## src/pkg/tcm_pkg.sv

```systemverilog
package tcm_pkg;
	localparam int CNT_W = 16;
	localparam int NUM_CH = 2;
	// register byte addresses
	localparam logic [7:0] ADDR_MOD_HI  = 8'h00;
	localparam logic [7:0] ADDR_MOD_LO  = 8'h04;
	localparam logic [7:0] ADDR_CTRL    = 8'h08;
	localparam logic [7:0] ADDR_COUNT   = 8'h0c;
	localparam logic [7:0] ADDR_STATUS  = 8'h10;
	localparam logic [7:0] ADDR_MASK    = 8'h14;
	localparam logic [7:0] ADDR_CH_BASE = 8'h20;
	localparam logic [7:0] ADDR_CH_STEP = 8'h04;
	localparam logic [7:0] ADDR_CMP_BASE = 8'h40;
	// channel control field positions
	localparam int F_TOV = 0;
	localparam int F_ELA = 2;
	localparam int F_ELB = 3;
	localparam int F_MSA = 4;
	localparam int F_MSB = 5;
	localparam int F_IE  = 6;
	localparam int F_FLG = 7;
	// timer control positions
	localparam int F_RST  = 4;
	localparam int F_STOP = 5;
	// status bit positions: bit0 overflow, bit1+ch channel
	localparam int ST_OVF = 0;
	localparam int ST_W = NUM_CH + 1;
	localparam logic [7:0] MOD_RESET = 8'hff;
	localparam logic [7:0] CH_RESET = 8'h00;
	localparam logic [7:0] CTRL_RESET = 8'h00;
	localparam logic [1:0] RESP_OK = 2'b00;
	localparam logic [1:0] RESP_ERR = 2'b10;
endpackage

```

## src/core/tcm_timer.sv

```systemverilog
// The address map and register access over AXI4-Lite were chosen for this implementation.
`timescale 1ns/10ps
module tcm_timer #(
	parameter int NUM_CH = tcm_pkg::NUM_CH
) (
	input  wire logic              aclk,
	input  wire logic              aresetn,
	input  wire logic [7:0]        s_axi_awaddr,
	input  wire logic              s_axi_awvalid,
	output logic                   s_axi_awready,
	input  wire logic [31:0]       s_axi_wdata,
	input  wire logic [3:0]        s_axi_wstrb,
	input  wire logic              s_axi_wvalid,
	output logic                   s_axi_wready,
	output logic [1:0]             s_axi_bresp,
	output logic                   s_axi_bvalid,
	input  wire logic              s_axi_bready,
	input  wire logic [7:0]        s_axi_araddr,
	input  wire logic              s_axi_arvalid,
	output logic                   s_axi_arready,
	output logic [31:0]            s_axi_rdata,
	output logic [1:0]             s_axi_rresp,
	output logic                   s_axi_rvalid,
	input  wire logic              s_axi_rready,
	input  wire logic [NUM_CH-1:0] channel_pin_in,
	output logic [NUM_CH-1:0]      channel_pin_out,
	output logic [NUM_CH-1:0]      channel_pin_oe,
	output logic                   irq
);
	localparam int W = tcm_pkg::CNT_W;
	localparam int SW = NUM_CH + 1;

	////////////////////////////////////////////////////////////////////
	// registers
	logic [7:0]        mod_hi_q;
	logic [7:0]        mod_lo_q;
	logic              mod_hold_q;
	logic [7:0]        ctrl_q;
	logic [W-1:0]      count_q;
	logic [7:0]        ch_ctrl_q [NUM_CH];
	logic [W-1:0]      cmp_q [NUM_CH];
	logic [SW-1:0]     stat_q;
	logic [SW-1:0]     mask_q;

	// pin synchroniser and channel events
	logic [NUM_CH-1:0] pin_s1_q;
	logic [NUM_CH-1:0] pin_s2_q;
	logic [NUM_CH-1:0] ch_ev;

	// write channel holding registers
	logic              aw_full_q;
	logic              w_full_q;
	logic [7:0]        aw_q;
	logic [31:0]       wd_q;
	logic [3:0]        ws_q;

	////////////////////////////////////////////////////////////////////
	// axi write: address and data caught in either order
	// one write in flight: the response is taken before the next one lands
	logic ch_wr_hit;
	logic cmp_wr_hit;
	wire do_wr = aw_full_q && w_full_q && !s_axi_bvalid;
	wire wr_lane = do_wr && ws_q[0];
	wire [7:0] wb = wd_q[7:0];
	wire wr_hi   = wr_lane && aw_q == tcm_pkg::ADDR_MOD_HI;
	wire wr_lo   = wr_lane && aw_q == tcm_pkg::ADDR_MOD_LO;
	wire wr_ctrl = wr_lane && aw_q == tcm_pkg::ADDR_CTRL;
	wire wr_stat = wr_lane && aw_q == tcm_pkg::ADDR_STATUS;
	wire wr_mask = wr_lane && aw_q == tcm_pkg::ADDR_MASK;
	wire wr_ok = (aw_q == tcm_pkg::ADDR_MOD_HI) || (aw_q == tcm_pkg::ADDR_MOD_LO)
		|| (aw_q == tcm_pkg::ADDR_CTRL) || (aw_q == tcm_pkg::ADDR_STATUS)
		|| (aw_q == tcm_pkg::ADDR_MASK) || (aw_q == tcm_pkg::ADDR_COUNT)
		|| ch_wr_hit || cmp_wr_hit;
	// readies are flops mirroring the full flags, so every port leaves a register

	always_ff @(posedge aclk) begin
		if (!aresetn) begin
			aw_full_q    <= 1'b0;
			w_full_q     <= 1'b0;
			aw_q         <= 8'h00;
			wd_q         <= 32'h0000_0000;
			ws_q         <= 4'h0;
			s_axi_bvalid <= 1'b0;
			s_axi_bresp  <= tcm_pkg::RESP_OK;
			s_axi_awready <= 1'b1;
			s_axi_wready  <= 1'b1;
		end else begin
			if (s_axi_awvalid && s_axi_awready) begin
				aw_full_q <= 1'b1;
				aw_q      <= s_axi_awaddr;
				s_axi_awready <= 1'b0;
			end
			if (s_axi_wvalid && s_axi_wready) begin
				w_full_q <= 1'b1;
				wd_q     <= s_axi_wdata;
				ws_q     <= s_axi_wstrb;
				s_axi_wready <= 1'b0;
			end
			if (do_wr) begin
				aw_full_q    <= 1'b0;
				w_full_q     <= 1'b0;
				s_axi_awready <= 1'b1;
				s_axi_wready  <= 1'b1;
				s_axi_bvalid <= 1'b1;
				s_axi_bresp  <= wr_ok ? tcm_pkg::RESP_OK : tcm_pkg::RESP_ERR;
			end else if (s_axi_bvalid && s_axi_bready) begin
				s_axi_bvalid <= 1'b0;
			end
		end
	end

	////////////////////////////////////////////////////////////////////
	// counter and modulo
	wire [W-1:0] modulo = {mod_hi_q, mod_lo_q};
	wire stop   = ctrl_q[tcm_pkg::F_STOP];
	wire crst   = ctrl_q[tcm_pkg::F_RST];
	// compare and overflow are blind while stopped or held in reset
	wire at_mod = !stop && !crst && count_q == modulo;
	// the hold keeps a half-written modulo from flagging a bogus wrap
	wire ovf_ev = at_mod && !mod_hold_q;

	always_ff @(posedge aclk) begin
		if (!aresetn) begin
			mod_hi_q   <= tcm_pkg::MOD_RESET;
			mod_lo_q   <= tcm_pkg::MOD_RESET;
			mod_hold_q <= 1'b0;
			ctrl_q     <= tcm_pkg::CTRL_RESET;
			count_q    <= '0;
		end else begin
			if (wr_hi) begin
				mod_hi_q   <= wb;
				mod_hold_q <= 1'b1;
			end
			if (wr_lo) begin
				mod_lo_q   <= wb;
				mod_hold_q <= 1'b0;
			end
			// counter reset bit self-clears after one cycle
			if (wr_ctrl) begin
				ctrl_q <= wb;
			end else begin
				ctrl_q[tcm_pkg::F_RST] <= 1'b0;
			end
			if (crst) begin
				count_q <= '0;
			end else if (at_mod) begin
				count_q <= '0;
			end else if (!stop) begin
				count_q <= count_q + 1'b1;
			end
		end
	end

	////////////////////////////////////////////////////////////////////
	// channels
	logic [NUM_CH-1:0] ch_wr_sel;
	logic [NUM_CH-1:0] cmp_wr_sel;
	logic [NUM_CH-1:0] ch_rd_sel;
	logic [NUM_CH-1:0] cmp_rd_sel;
	assign ch_wr_hit  = |ch_wr_sel;
	assign cmp_wr_hit = |cmp_wr_sel;

	// buffered modes act on the one compare register: no shadow copy
	genvar g;
	generate
		for (g = 0; g < NUM_CH; g++) begin : g_ch
			localparam logic [7:0] CA = 8'(tcm_pkg::ADDR_CH_BASE + g * tcm_pkg::ADDR_CH_STEP);
			localparam logic [7:0] PA = 8'(tcm_pkg::ADDR_CMP_BASE + g * tcm_pkg::ADDR_CH_STEP);
			assign ch_wr_sel[g]  = aw_q == CA;
			assign cmp_wr_sel[g] = aw_q == PA;
			assign ch_rd_sel[g]  = s_axi_araddr == CA;
			assign cmp_rd_sel[g] = s_axi_araddr == PA;
			wire wr_c = wr_lane && ch_wr_sel[g];
			wire wr_p = do_wr && cmp_wr_sel[g];
			wire hit = !stop && !crst && count_q == cmp_q[g];

			always_ff @(posedge aclk) begin
				if (!aresetn) begin
					ch_ctrl_q[g] <= tcm_pkg::CH_RESET;
					cmp_q[g]     <= '0;
				end else begin
					if (wr_c) begin
						ch_ctrl_q[g][tcm_pkg::F_IE:0] <= wb[tcm_pkg::F_IE:0];
					end
					// flag: writing zero clears, but an event wins
					if (ch_ev[g]) begin
						ch_ctrl_q[g][tcm_pkg::F_FLG] <= 1'b1;
					end else if (wr_c && !wb[tcm_pkg::F_FLG]) begin
						ch_ctrl_q[g][tcm_pkg::F_FLG] <= 1'b0;
					end
					if (wr_p) begin
						cmp_q[g] <= wd_q[W-1:0];
					end
				end
			end
			tcm_channel u_ch (
				.aclk        (aclk),
				.aresetn     (aresetn),
				.ctrl        (ch_ctrl_q[g]),
				.compare_hit (hit),
				.overflow    (ovf_ev),
				.pin_in_s    (pin_s2_q[g]),
				.event_p     (ch_ev[g]),
				.pin_out     (channel_pin_out[g]),
				.pin_oe      (channel_pin_oe[g])
			);
		end
	endgenerate

	////////////////////////////////////////////////////////////////////
	// pin sync, status, mask, irq
	wire [SW-1:0] ev_vec = {ch_ev, ovf_ev};
	wire [SW-1:0] ie_vec;
	generate
		for (g = 0; g < NUM_CH; g++) begin : g_ie
			assign ie_vec[g+1] = ch_ctrl_q[g][tcm_pkg::F_IE];
		end
	endgenerate
	// overflow has no enable of its own; its mask bit alone gates it
	assign ie_vec[tcm_pkg::ST_OVF] = 1'b1;
	// write one to clear; an event in the same cycle keeps its bit
	wire [SW-1:0] clr_vec = wr_stat ? wb[SW-1:0] : '0;

	always_ff @(posedge aclk) begin
		if (!aresetn) begin
			pin_s1_q <= '0;
			pin_s2_q <= '0;
			stat_q   <= '0;
			mask_q   <= '0;
			irq      <= 1'b0;
		end else begin
			pin_s1_q <= channel_pin_in;
			pin_s2_q <= pin_s1_q;
			stat_q   <= (stat_q & ~clr_vec) | ev_vec; // set wins
			if (wr_mask) begin
				mask_q <= wb[SW-1:0];
			end
			irq <= |(stat_q & mask_q & ie_vec);
		end
	end

	////////////////////////////////////////////////////////////////////
	// axi read
	// unmapped reads answer with an error and zero data
	logic [31:0] rd_mux;
	logic        rd_ok;
	always_comb begin
		rd_mux = 32'h0000_0000;
		rd_ok  = 1'b1;
		unique case (s_axi_araddr)
			tcm_pkg::ADDR_MOD_HI: rd_mux[7:0] = mod_hi_q;
			tcm_pkg::ADDR_MOD_LO: rd_mux[7:0] = mod_lo_q;
			tcm_pkg::ADDR_CTRL:   rd_mux[7:0] = ctrl_q;
			tcm_pkg::ADDR_COUNT:  rd_mux[W-1:0] = count_q;
			tcm_pkg::ADDR_STATUS: rd_mux[SW-1:0] = stat_q;
			tcm_pkg::ADDR_MASK:   rd_mux[SW-1:0] = mask_q;
			default: begin
				rd_ok = 1'b0;
				for (int i = 0; i < NUM_CH; i++) begin
					if (ch_rd_sel[i]) begin
						rd_mux[7:0] = ch_ctrl_q[i];
						rd_ok = 1'b1;
					end
					if (cmp_rd_sel[i]) begin
						rd_mux[W-1:0] = cmp_q[i];
						rd_ok = 1'b1;
					end
				end
			end
		endcase
	end

	always_ff @(posedge aclk) begin
		if (!aresetn) begin
			s_axi_rvalid <= 1'b0;
			s_axi_rdata  <= 32'h0000_0000;
			s_axi_rresp  <= tcm_pkg::RESP_OK;
			s_axi_arready <= 1'b1;
		end else if (s_axi_arvalid && s_axi_arready) begin
			s_axi_rvalid <= 1'b1;
			s_axi_rdata  <= rd_mux;
			s_axi_rresp  <= rd_ok ? tcm_pkg::RESP_OK : tcm_pkg::RESP_ERR;
			s_axi_arready <= 1'b0;
		end else if (s_axi_rvalid && s_axi_rready) begin
			// one read in flight: arready stays low until the data is taken
			s_axi_rvalid <= 1'b0;
			s_axi_arready <= 1'b1;
		end
	end
endmodule

```

## src/core/tcm_channel.sv

```systemverilog
`timescale 1ns/10ps
module tcm_channel (
	input  wire logic       aclk,
	input  wire logic       aresetn,
	input  wire logic [7:0] ctrl,
	input  wire logic       compare_hit,
	input  wire logic       overflow,
	input  wire logic       pin_in_s,
	output logic            event_p,
	output logic            pin_out,
	output logic            pin_oe
);
	logic pin_prev_q;
	logic out_q;
	logic out_d;
	wire  msb  = ctrl[tcm_pkg::F_MSB];
	wire  msa  = ctrl[tcm_pkg::F_MSA];
	wire  [1:0] els = {ctrl[tcm_pkg::F_ELB], ctrl[tcm_pkg::F_ELA]};
	wire  is_cap   = !msb && !msa;
	wire  detached = (els == 2'b00);
	wire  rise = pin_in_s && !pin_prev_q;
	wire  fall = !pin_in_s && pin_prev_q;
	// capture edge per code
	wire  cap_ev = is_cap && ((els[0] && rise) || (els[1] && fall));
	wire  cmp_ev = !is_cap && compare_hit;
	wire  tog = !is_cap && ctrl[tcm_pkg::F_TOV] && overflow;
	always_comb begin
		out_d = out_q;
		if (detached) begin
			out_d = !msa; // preset level
		end else if (!is_cap) begin
			if (cmp_ev) begin
				unique case (els)
					2'b01: out_d = !out_q;
					2'b10: out_d = 1'b0;
					2'b11: out_d = 1'b1;
					default: out_d = out_q;
				endcase
			end
			if (tog) begin
				out_d = !out_d;
			end
		end
	end
	always_ff @(posedge aclk) begin
		if (!aresetn) begin
			pin_prev_q <= 1'b0;
			out_q      <= 1'b1;
			event_p    <= 1'b0;
			pin_out    <= 1'b1;
			pin_oe     <= 1'b0;
		end else begin
			pin_prev_q <= pin_in_s;
			out_q      <= out_d;
			event_p    <= cap_ev || cmp_ev;
			pin_out    <= out_d;
			pin_oe     <= !detached && !is_cap;
		end
	end
endmodule

```

## config.mk

```make
export PLATFORM = sky130hd
export DESIGN_NAME = tcm_timer
export DESIGN_NICKNAME = d
export VERILOG_FILES = /design/src/pkg/tcm_pkg.sv /design/src/core/tcm_timer.sv /design/src/core/tcm_channel.sv
export SDC_FILE = /design/constraint.sdc
export NUM_CORES = 1
export LEC_CHECK = 0
export ABC_AREA = 1
export BUFFER_PORTS_ARGS = -buffer_cell sky130_fd_sc_hd__buf_2
export CAP_MARGIN = 25
export CORE_MARGIN = 2
export CORE_UTILIZATION = 55
export CTS_CLUSTER_DIAMETER = 120
export DETAILED_ROUTE_END_ITERATION = 16
export GPL_TIMING_DRIVEN = 0
export PLACE_DENSITY = 0.83
export SLEW_MARGIN = 20
export SYNTH_ARGS = -nofsm -noshare
export SYNTH_HDL_FRONTEND = slang
export SYNTH_HIERARCHICAL = 1
export SYNTH_SLANG_ARGS = --single-unit
```

## constraint.sdc

```tcl
create_clock -name aclk -period 2 [get_ports aclk]
set_input_delay 0.2 -clock aclk [delete_from_list [all_inputs] [get_ports aclk]]
set_output_delay 0.2 -clock aclk [all_outputs]
set_load 0.01 [all_outputs]
```

; ---- After elaboration in Yosys (flattened, before gate mapping)
; Memories as Yosys holds them, arrays and structs flattened.
; Cells that the tools add are included.
[totals]
regBits = 112
latch_bits = 0
ram_bits = 48
rom_bits = 0
in_bits = 61
out_inout_bits = 46
wordCells = 240
memories = 2
[memory_table]
columns = memory, words, word_bits, read_ports, rd_clocked_by_memory_dff, write_ports, line_no
row1 = cmp_q, 2, 16, 2, 0, 2, tcm_timer.sv:41  ; logic [W-1:0] cmp_q [NUM_CH];
row2 = ch_ctrl_q, 2, 8, 2, 0, 2, tcm_timer.sv:40  ; logic [7:0] ch_ctrl_q [NUM_CH];
[op_classes]
addsub = 1
mul = 0
div = 0
n_lt_le_gt_ge = 0
eq_ne = 29
n_shift = 0
n_mux = 70
n_bitwise = 14
n_reduce_logical = 92
[ops]
columns = op, n
row1 = $mux W16, 4
row2 = $mux W1, 54
row3 = $eq A16 B16 Y1, 3
row4 = $logic_and A1 B1 Y1, 44
row5 = $eq A8 B4 Y1 const B, 4
row6 = $eq A8 B5 Y1 const B, 4
row7 = $eq A8 B6 Y1 const B, 4
row8 = $eq A8 B7 Y1 const B, 4
row9 = $pmux W5 S5, 1
row10 = $logic_not A1 Y1, 21
row11 = $pmux W3 S6, 1
row12 = $add A16 B1 Y16 const B, 1
row13 = $eq A8 B3 Y1 const B, 2
row14 = $logic_not A8 Y1, 2
row15 = $mux W8, 2
row16 = $pmux W8 S2, 1
row17 = $mux W7, 2
row18 = $logic_or A1 B1 Y1, 11
row19 = $reduce_or A2 Y1, 5
row20 = $and A3 B3 Y3, 3
row21 = $eq A2 B2 Y1 const B, 4
row22 = $or A1 B1 Y1, 8
row23 = $pmux W1 S3, 2
row24 = $reduce_or A3 Y1, 2
row25 = other kinds (12), 17

; ---- Logic depth before layout (Yosys ltp)
; Gate-level depths: netlist of the first run.
; An unclocked memory read counts as a cell.
[logic_depth]
word_depth = 12
ltp_mapped = 15
depth_no_buf = 15

; ---- Modules after synthesis
; The synthesis of the first run kept the hierarchy.
[modules_own_cells]
columns = mod, instances, cells_per_inst, area_per_inst_um2, seq_area_each_um2
row1 = tcm_timer, 1, 952, 7350.8, 3483.3
row2 = tcm_channel, 2, 36, 235.2, 80.1

; ---- Least setup slack after synthesis of the first run
; No wires, ideal clock.
[synth_path]
path_type = register -> register
from = reg s_axi_bvalid
to = mem cmp_q[0][0] (netlist bit), enable pin
t_arrival_ns = 1.276
t_required_ns = 1.628
setup_slack_ns = 0.352
path_stages_with_launch = 6
n_path_buf = 0
path_cell_list = dfxtp_1 > nor2_2 > nand2_2 > nor4_4 > nand2_1 > nand2_1
[synth_rtl]
columns = element, line_no
row1 = start: declaration, tcm_timer.sv:16  ; output logic s_axi_bvalid,
row2 = start signal: assignment, tcm_timer.sv:83  ; s_axi_bvalid <= 1'b0;
row3 = start signal: assignment, tcm_timer.sv:104  ; s_axi_bvalid <= 1'b1;
row4 = start signal: assignment, tcm_timer.sv:107  ; s_axi_bvalid <= 1'b0;
row5 = end: declaration, tcm_timer.sv:41

; ---- Worst setup path after layout of the first run
[layout_path]
from = reg count_q[7]
to = reg g_ch[1].u_ch.out_q
[layout_via]
elab_cells_between_ends = 14
[layout_rtl]
columns = element, line_no
row1 = start: declaration, tcm_timer.sv:39  ; logic [W-1:0] count_q;
row2 = start signal: assignment, tcm_timer.sv:149  ; count_q <= count_q + 1'b1;
row3 = $eq A16 B16 Y1, tcm_timer.sv:118  ; wire at_mod = !stop && !crst && count_q == modulo;
row4 = $logic_and A1 B1 Y1, tcm_timer.sv:118
row5 = $logic_and A1 B1 Y1, tcm_timer.sv:120  ; wire ovf_ev = at_mod && !mod_hold_q;
row6 = named net ovf_ev, tcm_timer.sv:120
row7 = $logic_and A1 B1 Y1, tcm_channel.sv:26  ; wire tog = !is_cap && ctrl[tcm_pkg::F_TOV] && overflow;
row8 = $mux W1, tcm_channel.sv:40  ; if (tog) begin
row9 = $mux W1, tcm_channel.sv:31  ; end else if (!is_cap) begin
row10 = $mux W1, tcm_channel.sv:29  ; if (detached) begin
row11 = end signal: assignment, tcm_channel.sv:54  ; out_q <= out_d;
row12 = end: declaration, tcm_channel.sv:14  ; logic out_q;
; The timed path passes the listed nets, and every way through them passes these cells. The select of a mux whose other input is x is not followed.
; A chain may end at the register's enable or synchronous reset.

==> flow_summary.json, run 1 <==
{
  "r2r-start": "count_q[7]",
  "ys_async_sr_fraction_pct": 0,
  "r2r-end": "g_ch[1].u_ch/out_q",
  "worst_pin_slew_ns": 0.733,
  "path_max_fanout": 6,
  "arrival_ns": 2.23,
  "rsz0062_at_grt": "true",
  "slew_viol_final": 0,
  "synth_ff_type": "dfxtp_1",
  "max_slew_margin_pct": 51.1,
  "final_nets": 1197,
  "syn_to_final_growth_pct": 16.9,
  "dp.cells": 1290,
  "finalNonFillerCells": 1328,
  "setup_tns_ns": 0,
  "setup_violations": 0,
  "grt_pass1_wl_um": 35100,
  "critPathTopFamily": "simple AND/OR/NAND/NOR gates",
  "peakVddDrop_mv": 0.804,
  "drc": 0,
  "synth_xor_area_share_pct": 2.35,
  "clkTransAtPathRegs_ns": 0.06,
  "finalClockSkew_ns": 0.0117,
  "final_cell_mix": "nand2_1, nor2_1, dfxtp_1, inv_1, buf_2",
  "antenna_cells": 0,
  "cp-start-kind": "flop",
  "htreeDepth": 4,
  "hold_viol": 0,
  "critical_path_class": "reg -> reg",
  "core_mm2": 0.0139,
  "track_usage_pct": 31.0,
  "die_height_um": 123,
  "cts_tree": "done",
  "num_vias": 7365,
  "clockBufferDepth": 2,
  "antenna_left": 0,
  "path_buf_inv": 4,
  "setup_ws_ns": 0.0953,
  "p_per_area_mw_per_mm2": 818,
  "antenna_found_initial": 0,
  "wl_per_cell_um": 17.1,
  "reg2reg_setup_slack_ns": 0.1,
  "final_common_cell": "nand2_1",
  "die_area_mm2": 0.0152,
  "critical_path.slowest_cell": "dfxtp_1",
  "hpwlAfterDp_um": 16900,
  "post-route-util_pct": 65.9,
  "place_area_mm2": 0.00846,
  "gp_congestion": 1.01,
  "grt_pass1_vias": 6622,
  "synthAdderAreaFrac_pct": 0.160,
  "fin_hold_ws_ns": 0.0224,
  "crit_cells": 14,
  "num_rows": 43,
  "cts-root-buf": "clkbuf_16",
  "synth_edf_count": 48,
  "power.total_mw": 7.48,
  "synthSimpleGateAreaFrac_pct": 28.0,
  "drt-total-wl_um": 22700,
  "ys_seq_area_share_pct": 46.6,
  "p_leak_nw": 4.09,
  "dr.pass1.iters": 6,
  "grt_overflow_total": 0,
  "syn_avg_cell_area_um2": 7.64,
  "status": "finished clean",
  "startpoint": "count_q[7]",
  "period_needed_ns": 1.90,
  "r2r_cells": 14,
  "cts_buffers": 17,
  "ys_warn_count": 6,
  "ys_seq_elements": 158,
  "fp.dieW_um": 123,
  "cp.required_ns": 2.33,
  "yosysUniqueCellTypes": 43,
  "hp-class": "in -> reg",
  "via_per_inst": 5.55,
  "synthMuxAreaShare_pct": 0,
  "clock_sinks": 158,
  "numPortBuffers": 69,
  "clk_latency_ns": 0.44,
  "synth_top_family_by_area": "simple AND/OR/NAND/NOR gates",
  "finish.instance_area_mm2": 0.00914,
  "start_util_pct": 56.3,
  "ios": 107,
  "drive_above_1_share_pct": 18.2,
  "worstSetupEndpointType": "flop",
  "place_ws_ns": -0.520,
  "synth_compound_area_share_pct": 13.1,
  "grt_max_degree": 17,
  "crit_end": "g_ch[1].u_ch/out_q",
  "fmax_mhz": 525,
  "cap_viol_max_count": 0,
  "max_stage_delay_ns": 0.32,
  "path_cells": "buf_6, clkinvlp_4, nand2_1, o21ai_0, nor2_1, nand2_1, nor2_2, nand4_1, inv_2, nand3_2, inv_1, nand2_1, nand3_1, nand2_1",
  "finalCritPeriodShare_pct": 95.2,
  "syn_inst": 1024,
  "syn_area_mm2": 0.00782,
  "cp_common_cell": "nand2_1",
  "first_iter_violations": 900
}
[kinds of logic after synthesis]
logic type / Yosys count
and+or+nand+nor: 490
adders and majority gates: 1
DFF: 158
AOI/OAI and AO/OA: 181
buffers and inverters: 172
other: 1
xor gates and xnor gates: 21
[report_power, final]
part	total, mW	switching, mW	leakage, nW	internal (mW)
sequential	3.53	0.0957	1.40	3.43
combinational	0.679	0.456	2.41	0.224
clock	3.27	1.41	0.287	1.87
total	7.48	1.96	4.09	5.52
[how the worst min path moves through the flow]
| stage | startpoint | to | slack (ns) | cells past startpoint |
|---|---|---|---|---|
| 2_1_floorplan | aresetn | g_ch[0].u_ch/pin_prev_q | 0.30 | 2 |
| 3_3_place_gp | channel_pin_in[0] | pin_s1_q[0] | 0.38 | 3 |
| 4_1_cts | s_axi_bready | s_axi_bvalid | 0.02 | 4 |
| 5_1_grt | aresetn | g_ch[0].u_ch/pin_prev_q | 0.05 | 3 |
| 3_5_place_dp | channel_pin_in[1] | pin_s1_q[1] | 0.39 | 3 |
| 6_report | s_axi_bready | s_axi_bvalid | 0.02 | 4 |
[routing by layer]
metal | share of wire (%) | vias to the layer above | wire [um] | global-route usage [%]
met4 | 2.9 | 0 | 652 | 12.4
met2 | 46 | 404 | 10400 | 49.3
met1 | 42 | 3364 | 9450 | 41.5
met5 | 0 | - | 0 | 0
met3 | 9.8 | 45 | 2220 | 6.13
li1 | - | 3552 | - | -
[sequential cells by signal, summed over array words and instances, names as in the netlist, 3 cells and up]
register,count
mod_hi_q,8
count_q,16
s_axi_rdata,16
cmp_q,32
ctrl_q,8
stat_q,3
wd_q,16
mod_lo_q,8
aw_q,8
ch_ctrl_q,16
mask_q,3
[Yosys cell counts, types with 2 or more instances]
cell type	number	area share, %
o21ai_0	77	4.9
nor2_1	141	6.8
xnor2_1	9	1.0
dfxtp_1	110	28
a211oi_1	4	0.38
nand2_2	9	0.72
nor3_4	2	0.42
or2_2	2	0.16
nand3_2	5	0.64
nand3_1	57	3.6
inv_1	102	4.9
nand3b_1	2	0.19
a211oi_2	3	0.48
nor2_2	7	0.56
buf_4	23	2.2
o211ai_1	17	1.6
a31oi_1	11	0.88
o2111ai_1	2	0.22
buf_6	2	0.29
buf_1	2	0.096
clkbuf_1	13	0.62
nor3_2	2	0.26
inv_2	12	0.58
buf_2	13	0.83
nand2_1	222	11
nor3_1	12	0.77
nor2_4	7	1.0
nand4_1	18	1.4
edfxtp_1	48	18
xor2_1	12	1.3
o22ai_1	9	0.72
a21oi_1	55	3.5
clkinv_1	4	0.19
[tightest hold or removal path: stages]
cell	delay, ns
buf_2	0.07
inv_1	0.03
nand2_1	0.05
a21oi_1	0.05
[cell type report]
| class | count | area [um2] |
|---|---|---|
| Fill cell | 1190 | 4740 |
| Inverter | 118 | 447 |
| Tap cell | 180 | 225 |
| Sequential cell | 158 | 3650 |
| Clock inverter | 14 | 155 |
| Clock buffer | 18 | 429 |
| Buffer | 54 | 330 |
| Timing Repair Buffer | 75 | 395 |
| Multi-Input combinational cell | 711 | 3510 |
[what timing repair did]
action | 4_1_cts | 5_1_grt
endpoints found under the hold margin | 2 | 0
setup buffers | 0 | 4
endpoints found under the setup margin | 34 | 34
pin swaps | 0 | 2
resized for setup | 2 | 22
hold buffers | 2 | 0
Note: power is estimated with default switching activity, not from simulation.
==> run 2, diff against run 1 <==
REMOVE_ABC_BUFFERS = 1   (was not set)
==> run 2 against run 1 <==
Net effect: worst setup slack better by 0.051 ns; global-route usage decreased by 3.6 points; non-clock buffer count decreased by 55; sequential power is essentially flat; first-iteration DRC count fell by 22%; critical endpoint unchanged; highest routed layer unchanged.
==> flow_summary.json, run 2 (synthesis results as in run 1) <==
{
  "critical_path_class": "reg -> reg",
  "slew_viol_final": 0,
  "r2r_cells": 14,
  "antenna_left": 0,
  "cts-root-buf": "clkbuf_16",
  "clock_sinks": 158,
  "grt_pass1_vias": 6357,
  "hpwlAfterDp_um": 14100,
  "fin_hold_ws_ns": 0.0135,
  "cts_tree": "done",
  "cp.required_ns": 2.33,
  "clkTransAtPathRegs_ns": 0.06,
  "core_mm2": 0.0139,
  "arrival_ns": 2.19,
  "num_rows": 43,
  "drive_above_1_share_pct": 15.6,
  "period_needed_ns": 1.85,
  "hold_depth": 4,
  "clk_latency_ns": 0.44,
  "grt_max_degree": 87,
  "ios": 107,
  "cts_buffers": 17,
  "fmax_mhz": 539,
  "fill_cells": 1238,
  "largest-register": "cmp_q",
  "hold_viol": 0,
  "final_cell_mix": "nand2_1, nor2_1, dfxtp_1, inv_1, o21ai_0",
  "antenna_found_initial": 0,
  "finalCritPeriodShare_pct": 92.7,
  "power.total_mw": 7.34,
  "multi_input_area_mm2": 0.00349,
  "grt_pass1_wl_um": 31600,
  "final_common_cell": "nand2_1",
  "largest_reg_flops": 32,
  "gp_congestion": 0.961,
  "antenna_cells": 0,
  "p_per_area_mw_per_mm2": 835,
  "htreeDepth": 4,
  "first_iter_violations": 704,
  "peakVddDrop_mv": 0.617,
  "final_nets": 1142,
  "numPortBuffers": 69,
  "regArea_mm2": 0.00366,
  "track_usage_pct": 27.3,
  "cap_viol_max_count": 0,
  "die_area_mm2": 0.0152,
  "post-route-util_pct": 63.3,
  "wl_per_cell_um": 15.7,
  "dr.pass1.iters": 5,
  "start_util_pct": 56.3,
  "path_max_fanout": 8,
  "setup_violations": 0,
  "die_height_um": 123,
  "cp-start-kind": "flop",
  "drt-total-wl_um": 20000,
  "fp.dieW_um": 123,
  "via_per_inst": 5.55,
  "status": "finished clean",
  "worstSetupEndpointType": "flop",
  "syn_to_final_growth_pct": 12.4,
  "drc": 0,
  "worst_pin_slew_ns": 0.879,
  "max_slew_margin_pct": 41.4,
  "rsz0062_at_grt": "true",
  "finalClockSkew_ns": 0.0124,
  "clockBufferDepth": 2,
  "hp-class": "in -> reg",
  "p_leak_nw": 3.86,
  "grt_overflow_total": 0,
  "num_vias": 7061
}
[run 2: power by group]
group | total [mW] | internal, mW | switching, mW
Sequential | 3.52 | 3.43 | 0.0927
Combinational | 0.614 | 0.189 | 0.425
Clock | 3.20 | 1.87 | 1.33
[run 2: final timing paths]
path | start | end | slack (ns)
max | count_q[7] | g_ch[1].u_ch/out_q | 0.15
min | s_axi_bready | s_axi_bvalid | 0.01
max reg2reg | count_q[7] | g_ch[1].u_ch/out_q | 0.15
min reg2reg | pin_s1_q[0] | pin_s2_q[0] | 0.41
[run 2: stage by stage]
stage / instance area (um2) / setup TNS, ns / instances / setup slack [ns]
floorplan: 7560 / 0 / 987 / 0.352
global placement: 8130 / -44.75 / 1236 / -0.758
finish: 8790 / 0 / 1273 / 0.146
CTS: 8740 / 0 / 1270 / 0.0135
global route: 8790 / -0.0159 / 1273 / -0.0159
detailed placement: 8140 / -2.13 / 1236 / -0.140
[run 2: worst max-delay path: stages, from the launching register on]
cell and delay, ns:
dfxtp_4 0.40, clkinvlp_4 0.16, buf_4 0.16, nand2_1 0.05
o2111ai_1 0.10, nor3_1 0.15, nand2_1 0.08, nor2_2 0.18
inv_1 0.08, nor2_1 0.10, nand2_1 0.07, nand2_1 0.06
nand2_1 0.04, nand3_1 0.06, nand2_1 0.06
[run 2: repair_timing]
item / in CTS / in global routing
pin swaps: 0 / 1
setup endpoints to repair: 3 / 18
buffers inserted: 0 / 2
endpoints found under the hold margin: 2 / 0
hold buffers: 2 / 0
resized for setup: 3 / 17
[run 2: final cells by class]
| class | instances | area share (%) |
|---|---|---|
| inverters | 118 | 5.09 |
| flip-flops and latches | 158 | 41.6 |
| repair buffers | 74 | 4.44 |
| clock inverters | 12 | 1.51 |
| well taps | 180 | 2.56 |
| clock buffers | 20 | 5.08 |
| multi-input cells | 711 | 39.7 |
[run 2: metal layers]
metal | vias up | GRT usage (%) | wire, um
met3 | 49 | 4.75 | 1940
met1 | 3192 | 37.1 | 8360
li1 | 3435 | - | -
met4 | 0 | 12.1 | 643
met2 | 385 | 43.0 | 9100
met5 | - | 0 | 0
